File: config.mk
export PLATFORM = sky130hd
export DESIGN_NAME = css_status_regs
export DESIGN_NICKNAME = d
export VERILOG_FILES = /design/src/pkg/css_pkg.sv /design/src/hdl/css_status_regs.sv
export SDC_FILE = /design/constraint.sdc
export NUM_CORES = 1
export LEC_CHECK = 0
export BUFFER_PORTS_ARGS = -buffer_cell sky130_fd_sc_hd__buf_4
export CORE_MARGIN = 5
export CORE_UTILIZATION = 45
export DETAILED_ROUTE_END_ITERATION = 8
export HOLD_SLACK_MARGIN = 0.06
export PLACE_DENSITY_LB_ADDON = 0.05
export SKIP_CTS_REPAIR_TIMING = 1
export SYNTH_ARGS = -nofsm -noshare
export SYNTH_HDL_FRONTEND = slang
export SYNTH_SLANG_ARGS = --single-unit
File: constraint.sdc
create_clock -name sys_clk -period 2 [get_ports sys_clk]
set_input_delay 0.2 -clock sys_clk [delete_from_list [all_inputs] [get_ports sys_clk]]
set_output_delay 0.2 -clock sys_clk [all_outputs]
set_load 0.01 [all_outputs]
File: src/pkg/css_pkg.sv
// Overview of operation
// - charger bit 7 is OR of faults
// - live flag rises 80 ms after enable
// - live flag falls on disable or refresh end
// - live means all measurements made once
// - phase field bits 5:3, codes 0-4
// - phase holds its value during fault unless logic is off or a restart comes
// - phase clears on off, reset, restart
// - active flag set during phases 0-3
// - active flag clear when off/fault/done/unstarted
// - bit 1 shows current above C/10
// - logic-enabled flag sets at once
// - logic-enabled flag clears 6 ms after disable
// - enabled logic blocks restricted byte writes
// - startup-ok shows good boot copy
// - bit 4 flags factory checksum failure
// - boot checksum failure flag
// - status bit mirrors switcher enable pin
// - busy field 00 idle, 01 startup, 10 long
// - busy blocks restricted byte writes
// - read-only bytes at 0x12 and 0x13
package css_pkg;
   localparam int         CLK_HZ          = 25_000_000;
   localparam int         LIVE_DELAY_MS   = 80;
   localparam int         LIVE_DELAY_CYC  = LIVE_DELAY_MS * (CLK_HZ / 1000);
   localparam int         OFF_DELAY_MS    = 6;
   localparam int         OFF_DELAY_CYC   = OFF_DELAY_MS * (CLK_HZ / 1000);
   localparam int         CNT_W           = 21;
   localparam logic [7:0] ADDR_CHG_STATUS = 8'h12;
   localparam logic [7:0] ADDR_SYS_STATUS = 8'h13;
   // charger status fields
   localparam int         CHG_FAULT_BIT   = 7;
   localparam int         CHG_LIVE_BIT    = 6;
   localparam int         CHG_PHASE_LSB   = 3;
   localparam int         CHG_ACTIVE_BIT  = 2;
   localparam int         CHG_ABOVE_BIT   = 1;
   localparam int         CHG_LOGIC_BIT   = 0;
   // system status fields
   localparam int         SYS_BOOT_OK_BIT = 5;
   localparam int         SYS_FACT_BIT    = 4;
   localparam int         SYS_BOOTERR_BIT = 3;
   localparam int         SYS_SWEN_BIT    = 2;
   localparam logic [2:0] PHASE_0         = 3'h0;
   localparam logic [2:0] PHASE_DONE      = 3'h4;
   localparam logic [1:0] BUSY_IDLE       = 2'h0;
   localparam logic [1:0] BUSY_STARTUP    = 2'h1;
   localparam logic [1:0] BUSY_LONG       = 2'h2;
   localparam logic [7:0] RESET_BYTE      = 8'h00;
endpackage : css_pkg

File: src/hdl/css_status_regs.sv
`timescale 1ns/1ps
module css_status_regs
   import css_pkg::*;
#(
   parameter int LIVE_CYC = LIVE_DELAY_CYC,
   parameter int OFF_CYC  = OFF_DELAY_CYC
) (
   input  wire logic        sys_clk,
   input  wire logic        rst_n,
   input  wire logic        rd_en,
   input  wire logic [7:0]  rd_addr,
   output logic      [7:0]  rd_data_r,
   input  wire logic        wr_en,
   input  wire logic [7:0]  wr_addr,
   input  wire logic        wr_restricted,
   output logic             wr_accept,
   input  wire logic [7:0]  fault_source_register,
   input  wire logic        charge_enable_request,
   input  wire logic        telemetry_refresh_command,
   input  wire logic        telemetry_refresh_done,
   input  wire logic        phase_load,
   input  wire logic [2:0]  phase_code,
   input  wire logic        phase_restart,
   input  wire logic [15:0] output_current_reading,
   input  wire logic [15:0] tenth_capacity_current,
   input  wire logic        startup_done,
   input  wire logic        boot_copy_ok,
   input  wire logic        factory_crc_fail,
   input  wire logic        boot_crc_fail,
   input  wire logic        nv_write_active,
   input  wire logic        switcher_enable_pin
);

   logic             fault_r, fault_nxt;
   logic             en_prev_r, en_prev_nxt;
   logic             live_r, live_nxt;
   logic [CNT_W-1:0] live_cnt_r, live_cnt_nxt;
   logic             refresh_r, refresh_nxt;
   logic             logic_en_r, logic_en_nxt;
   logic [CNT_W-1:0] off_cnt_r, off_cnt_nxt;
   logic [2:0]       phase_r, phase_nxt;
   logic             started_r, started_nxt;
   logic             above_r, above_nxt;
   logic             startup_busy_r, startup_busy_nxt;
   logic             boot_ok_r, boot_ok_nxt;
   logic             fact_err_r, fact_err_nxt;
   logic             boot_err_r, boot_err_nxt;
   logic             swen_meta_r, swen_r;
   logic [7:0]       rd_data_nxt;
   logic             charging_active;
   logic [1:0]       busy;
   logic [7:0]       chg_status, sys_status;

   // pin is asynchronous to sys_clk; the first stage feeds only the second
   always_ff @(posedge sys_clk or negedge rst_n) begin
      if (!rst_n) begin
         swen_meta_r <= 1'b0;
         swen_r      <= 1'b0;
      end else begin
         swen_meta_r <= switcher_enable_pin;
         swen_r      <= swen_meta_r;
      end
   end

   // enable tracking, telemetry-live flag and logic-enabled flag
   always_comb begin
      en_prev_nxt  = charge_enable_request;
      fault_nxt    = |fault_source_register;
      live_nxt     = live_r;
      live_cnt_nxt = live_cnt_r;
      refresh_nxt  = refresh_r;
      logic_en_nxt = logic_en_r;
      off_cnt_nxt  = off_cnt_r;
      // the enable delay restarts on every 0->1 edge so all readings are fresh
      if (charge_enable_request && !en_prev_r) begin
         live_cnt_nxt = CNT_W'(LIVE_CYC);
      end else if (charge_enable_request && live_cnt_r != '0) begin
         live_cnt_nxt = live_cnt_r - 1'b1;
         if (live_cnt_r == CNT_W'(1)) begin
            live_nxt = 1'b1;
         end
      end
      if (!charge_enable_request) begin
         live_cnt_nxt = '0;
         if (en_prev_r) begin
            live_nxt = 1'b0;
         end
      end
      if (telemetry_refresh_done && refresh_r) begin
         refresh_nxt = 1'b0;
         live_nxt    = 1'b0;
      end
      // a new refresh request wins over a finish in the same cycle
      if (telemetry_refresh_command) begin
         refresh_nxt = 1'b1;
         live_nxt    = 1'b1;
      end
      if (charge_enable_request) begin
         logic_en_nxt = 1'b1;
         off_cnt_nxt  = CNT_W'(OFF_CYC);
      end else if (logic_en_r) begin
         if (off_cnt_r <= CNT_W'(1)) begin
            logic_en_nxt = 1'b0;
            off_cnt_nxt  = '0;
         end else begin
            off_cnt_nxt = off_cnt_r - 1'b1;
         end
      end
   end

   always_ff @(posedge sys_clk or negedge rst_n) begin
      if (!rst_n) begin
         fault_r    <= 1'b0;
         en_prev_r  <= 1'b0;
         live_r     <= 1'b0;
         live_cnt_r <= '0;
         refresh_r  <= 1'b0;
         logic_en_r <= 1'b0;
         off_cnt_r  <= '0;
      end else begin
         fault_r    <= fault_nxt;
         en_prev_r  <= en_prev_nxt;
         live_r     <= live_nxt;
         live_cnt_r <= live_cnt_nxt;
         refresh_r  <= refresh_nxt;
         logic_en_r <= logic_en_nxt;
         off_cnt_r  <= off_cnt_nxt;
      end
   end

   // charge phase tracking and current threshold
   always_comb begin
      phase_nxt   = phase_r;
      started_nxt = started_r;
      above_nxt   = output_current_reading > tenth_capacity_current;
      if (!logic_en_r || phase_restart) begin
         phase_nxt   = PHASE_0;
         started_nxt = logic_en_r && phase_restart;
      end else if (fault_r) begin
         phase_nxt = phase_r;
      end else if (phase_load && phase_code <= PHASE_DONE) begin
         phase_nxt   = phase_code;
         started_nxt = 1'b1;
      end
   end

   always_ff @(posedge sys_clk or negedge rst_n) begin
      if (!rst_n) begin
         phase_r   <= PHASE_0;
         started_r <= 1'b0;
         above_r   <= 1'b0;
      end else begin
         phase_r   <= phase_nxt;
         started_r <= started_nxt;
         above_r   <= above_nxt;
      end
   end

   // startup results latch each time the startup sequence reports done
   always_comb begin
      startup_busy_nxt = startup_busy_r;
      boot_ok_nxt      = boot_ok_r;
      fact_err_nxt     = fact_err_r;
      boot_err_nxt     = boot_err_r;
      if (startup_done) begin
         startup_busy_nxt = 1'b0;
         boot_ok_nxt      = boot_copy_ok && !boot_crc_fail;
         fact_err_nxt     = factory_crc_fail;
         boot_err_nxt     = boot_crc_fail;
      end
   end

   always_ff @(posedge sys_clk or negedge rst_n) begin
      if (!rst_n) begin
         startup_busy_r <= 1'b1;
         boot_ok_r      <= 1'b0;
         fact_err_r     <= 1'b0;
         boot_err_r     <= 1'b0;
      end else begin
         startup_busy_r <= startup_busy_nxt;
         boot_ok_r      <= boot_ok_nxt;
         fact_err_r     <= fact_err_nxt;
         boot_err_r     <= boot_err_nxt;
      end
   end

   // status assembly; busy never takes code 11
   assign charging_active = logic_en_r && !fault_r && started_r && phase_r != PHASE_DONE;
   assign busy = startup_busy_r ? BUSY_STARTUP :
                 (refresh_r || nv_write_active) ? BUSY_LONG : BUSY_IDLE;

   always_comb begin
      chg_status                                  = RESET_BYTE;
      chg_status[CHG_FAULT_BIT]                   = fault_r;
      chg_status[CHG_LIVE_BIT]                    = live_r;
      chg_status[CHG_PHASE_LSB +: 3]              = phase_r;
      chg_status[CHG_ACTIVE_BIT]                  = charging_active;
      chg_status[CHG_ABOVE_BIT]                   = above_r;
      chg_status[CHG_LOGIC_BIT]                   = logic_en_r;
      sys_status                                  = RESET_BYTE;
      sys_status[SYS_BOOT_OK_BIT]                 = boot_ok_r;
      sys_status[SYS_FACT_BIT]                    = fact_err_r;
      sys_status[SYS_BOOTERR_BIT]                 = boot_err_r;
      sys_status[SYS_SWEN_BIT]                    = swen_r;
      sys_status[1:0]                             = busy;
   end

   // read port; unmapped addresses read zero
   always_comb begin
      rd_data_nxt = rd_data_r;
      if (rd_en) begin
         unique case (rd_addr)
            ADDR_CHG_STATUS: rd_data_nxt = chg_status;
            ADDR_SYS_STATUS: rd_data_nxt = sys_status;
            default:         rd_data_nxt = RESET_BYTE;
         endcase
      end
   end

   always_ff @(posedge sys_clk or negedge rst_n) begin
      if (!rst_n) begin
         rd_data_r <= RESET_BYTE;
      end else begin
         rd_data_r <= rd_data_nxt;
      end
   end

   // status bytes are never writable; restricted writes wait for idle logic
   assign wr_accept = wr_en && wr_addr != ADDR_CHG_STATUS && wr_addr != ADDR_SYS_STATUS
                      && !(wr_restricted && (logic_en_r || busy != BUSY_IDLE));
endmodule : css_status_regs

==> results.cfg <==
[synthesis]
synth_warnings = 0
yosysTopAreaCellShare_pct = 42.1
synth_fp_nets = 518
synth_top_flop_cell = dfrtp_1
yosys.area.top_type = dfrtp_1
ys_seq_area_share_pct = 42.8
async_flop_share_pct = 100
syn_area_um2 = 3860
synth.distinct_cells = 59
netlist_instances = 422
synth-edff-count = 0
ys_ff_latch = 66
synthTopCellsByArea = dfrtp_1 (42%), ha_1 (6.8%), nor2_1 (5.3%)
synth.avg_cell_area_um2 = 9.15

[floorplan]
fp-row-count = 33
die_h_um = 103
pin_count = 84
fp.coreArea_um2 = 8300
initial_core_util_pct = 46.5
fp.dieArea_um2 = 10500
fp.dieW_um = 103

[sta]
max-slew-margin-rel_pct = 46.2
rsz0062_at_grt = true
max_freq_mhz = 480
fin_crit_sh_pct = 104
tightest_slew_ps = 806
fin_ws_ps = -84.0
clock_skew_ps = 7.68
slew_viol_final = 0
period_minus_slack_ps = 2080
hold_viol = 0
setup_viol = 4

[layout]
layout_common_cells = buf_4 (131), dfrtp_1 (65), nor2_1 (54)
antenna_cells = 0
fin_cells = 667
layout-drive-gt1-share_pct = 33.3
layout_commonest_cell = buf_4
syn_to_final_growth_pct = 39.4
nNetsFinal = 653
final_area_um2 = 5390

[routing]
dr.pass1.iters = 4
routed-via-count = 3659
drt-initial-drc-count = 124
drc = 0
viasPerCell = 5.49
detail-route-antenna-nets = 0
wl_mm = 10.2
routedWlPerCell_um = 15.3

[worst_setup_path]
crit_chain = or4_4, or4_4, o21ai_4, buf_6, xor2_1, nor2_1
arrival_ps = 2310
worstReg2RegEnd = live_cnt_r[8]$_DFFE_PN0P_
setup.worst_path.start_class = flop
crit_slowest_cell = or4_4
max_stage_delay_ps = 580
r2r_slack_ps = -80
reg2regPathDepth = 6
cp_max_fo = 4
end_kind = flop
path_class = reg2reg
cp_common_cell = or4_4
required_ps = 2230
regToRegStartpoint = live_cnt_r[11]$_DFFE_PN0P_

[grt]
globalRouteMet3Util_pct = 4.13
met2_usage_pct = 35.0
grt_max_degree = 67
grt_pass1_wl_mm = 16.8
use_met1_pct = 24.5
antenna_found_initial = 0
top_usage_layer = met2
track_usage_pct = 19.9
grt-ovfl-total = 0
grt_pass1_vias = 3643

[cts]
cts_inserted_buffers = 9
cts_tree = done
root_buffer = clkbuf_8
clockBufferDepth = 2
clkTransAtPathRegs_ps = 70
cts_sinks = 66
clkLatencyLatePin_ps = 340
htreeDepth = 3

[status]
status = complete, but fails checks
failed_checks = negative setup slack

[placed_design]
hpwl_mm = 7.42
postPlaceCellArea_um2 = 4860
dp_cells = 632
port-buffer-count = 82
gp_congestion = 0.895

[power]
swShare_pct = 27.8
p_sw_mw = 0.996
seqPwrFrac_pct = 41.3
combPwrFrac_pct = 23.3
vdd_drop_max_v = 0.000530
clock_power_share_pct = 35.4
p_per_area_nw_per_um2 = 665
intPower_mw = 2.58
p_leak_nw = 2.53

[hold_path]
worstHoldStart = factory_crc_fail
hold_end = fact_err_r$_DFFE_PN0P_
hp-class = in2reg
holdPathStages = 2

[run]
drv_cap = 0
[synth_stat cells, types with 3 or more instances]
cell type  number
nor4_2          3
o31ai_1         3
xnor2_1         8
a22oi_1         7
nand3_1        17
nor2_1         55
a21oi_1        27
a31oi_1         9
nor4_1          5
dfrtp_1        65
nor4b_1         3
clkbuf_1       15
nor3_1         14
o21ai_0        19
nand2b_1        3
xor2_1          5
a21o_1          7
a311oi_1        3
nand4_1         9
ha_1           21
nand3b_1        5
a221o_1         4
inv_1          30
nand2_1        19
and3_1          4
mux2i_1         6
or3_1           8
nor2b_1         3
[through the flow]
step	TNS, ps	worst slack [ps]	hold WS, ps	power, mW	util, %
floorplan	-102	-92.7	-95.6	1.93	-
global placement	-54.0	-54.0	311	2.24	58.6
detailed placement	-135	-83.3	311	2.26	58.6
CTS	-264	-105	-45.2	3.54	61.3
global route	-887	-120	91.1	3.77	64.9
finish	-220	-84.0	95.9	3.58	64.9
[worst max-delay path by stage]
stage | from | endpoint | depth (start not counted)
floorplan | live_cnt_r[9]$_DFFE_PN0P_ | live_cnt_r[10]$_DFFE_PN0P_ | 6
global placement | live_cnt_r[11]$_DFFE_PN0P_ | live_cnt_r[10]$_DFFE_PN0P_ | 5
detailed placement | live_cnt_r[11]$_DFFE_PN0P_ | live_cnt_r[10]$_DFFE_PN0P_ | 5
CTS | live_cnt_r[11]$_DFFE_PN0P_ | live_cnt_r[10]$_DFFE_PN0P_ | 5
global route | live_cnt_r[11]$_DFFE_PN0P_ | live_cnt_r[8]$_DFFE_PN0P_ | 6
finish | live_cnt_r[11]$_DFFE_PN0P_ | live_cnt_r[8]$_DFFE_PN0P_ | 6
[power by group through the flow]
stage / clock network (mW) / registers, mW / logic, mW
detailed placement: 0 / 1.50 / 0.764
floorplan: 0 / 1.50 / 0.430
finish: 1.27 / 1.48 / 0.834
global route: 1.36 / 1.49 / 0.922
global placement: 0 / 1.50 / 0.749
CTS: 1.30 / 1.47 / 0.768
[cells by family after synthesis]
| kind of cell | count (synthesis) | share of synthesized area, % |
|---|---|---|
| and+or+nand+nor | 160 | 22.0 |
| AOI/OAI and AO/OA | 105 | 18.4 |
| DFF | 66 | 42.8 |
| buffers and inverters | 49 | 4.86 |
| adders and majority gates | 21 | 6.80 |
| xor gates and xnor gates | 13 | 2.95 |
| muxes | 8 | 2.14 |
[state kept, by name, summed over array words and instances (netlist names)]
| signal | flops |
|---|---|
| phase_r | 3 |
| refresh_r | 1 |
| live_cnt_r | 21 |
| boot_err_r | 1 |
| rd_data_r | 8 |
| started_r | 1 |
| off_cnt_r | 21 |
| logic_en_r | 1 |
| boot_ok_r | 1 |
| live_r | 1 |
| swen_r | 1 |
| swen_meta_r | 1 |
| en_prev_r | 1 |
| above_r | 1 |
| startup_busy_r | 1 |
| fact_err_r | 1 |
| fault_r | 1 |
[worst max-delay path: cells and delay by family (launching register included)]
kind                      cells  cell delay [ps]
and+or+nand+nor               3             1100
xor gates and xnor gates      1              140
DFF                           1              390
buffers and inverters         1              130
AOI/OAI and AO/OA             1              220
[metal layers]
metal  wire, µm  vias up
met5          0        -
met3        370       12
met2       5340       83
li1           -     1805
met4        157        0
met1       4340     1759
[area by class of cell]
class,instances,area [µm²]
timing repair buffer,142,1100
multi-input combinational,307,2160
clock buffer,10,138
clock inverter,6,90.1
tap,105,131
fill,688,2910
inverter,31,116
sequential,66,1650
No activity file was read; power rests on OpenSTA's default activity.
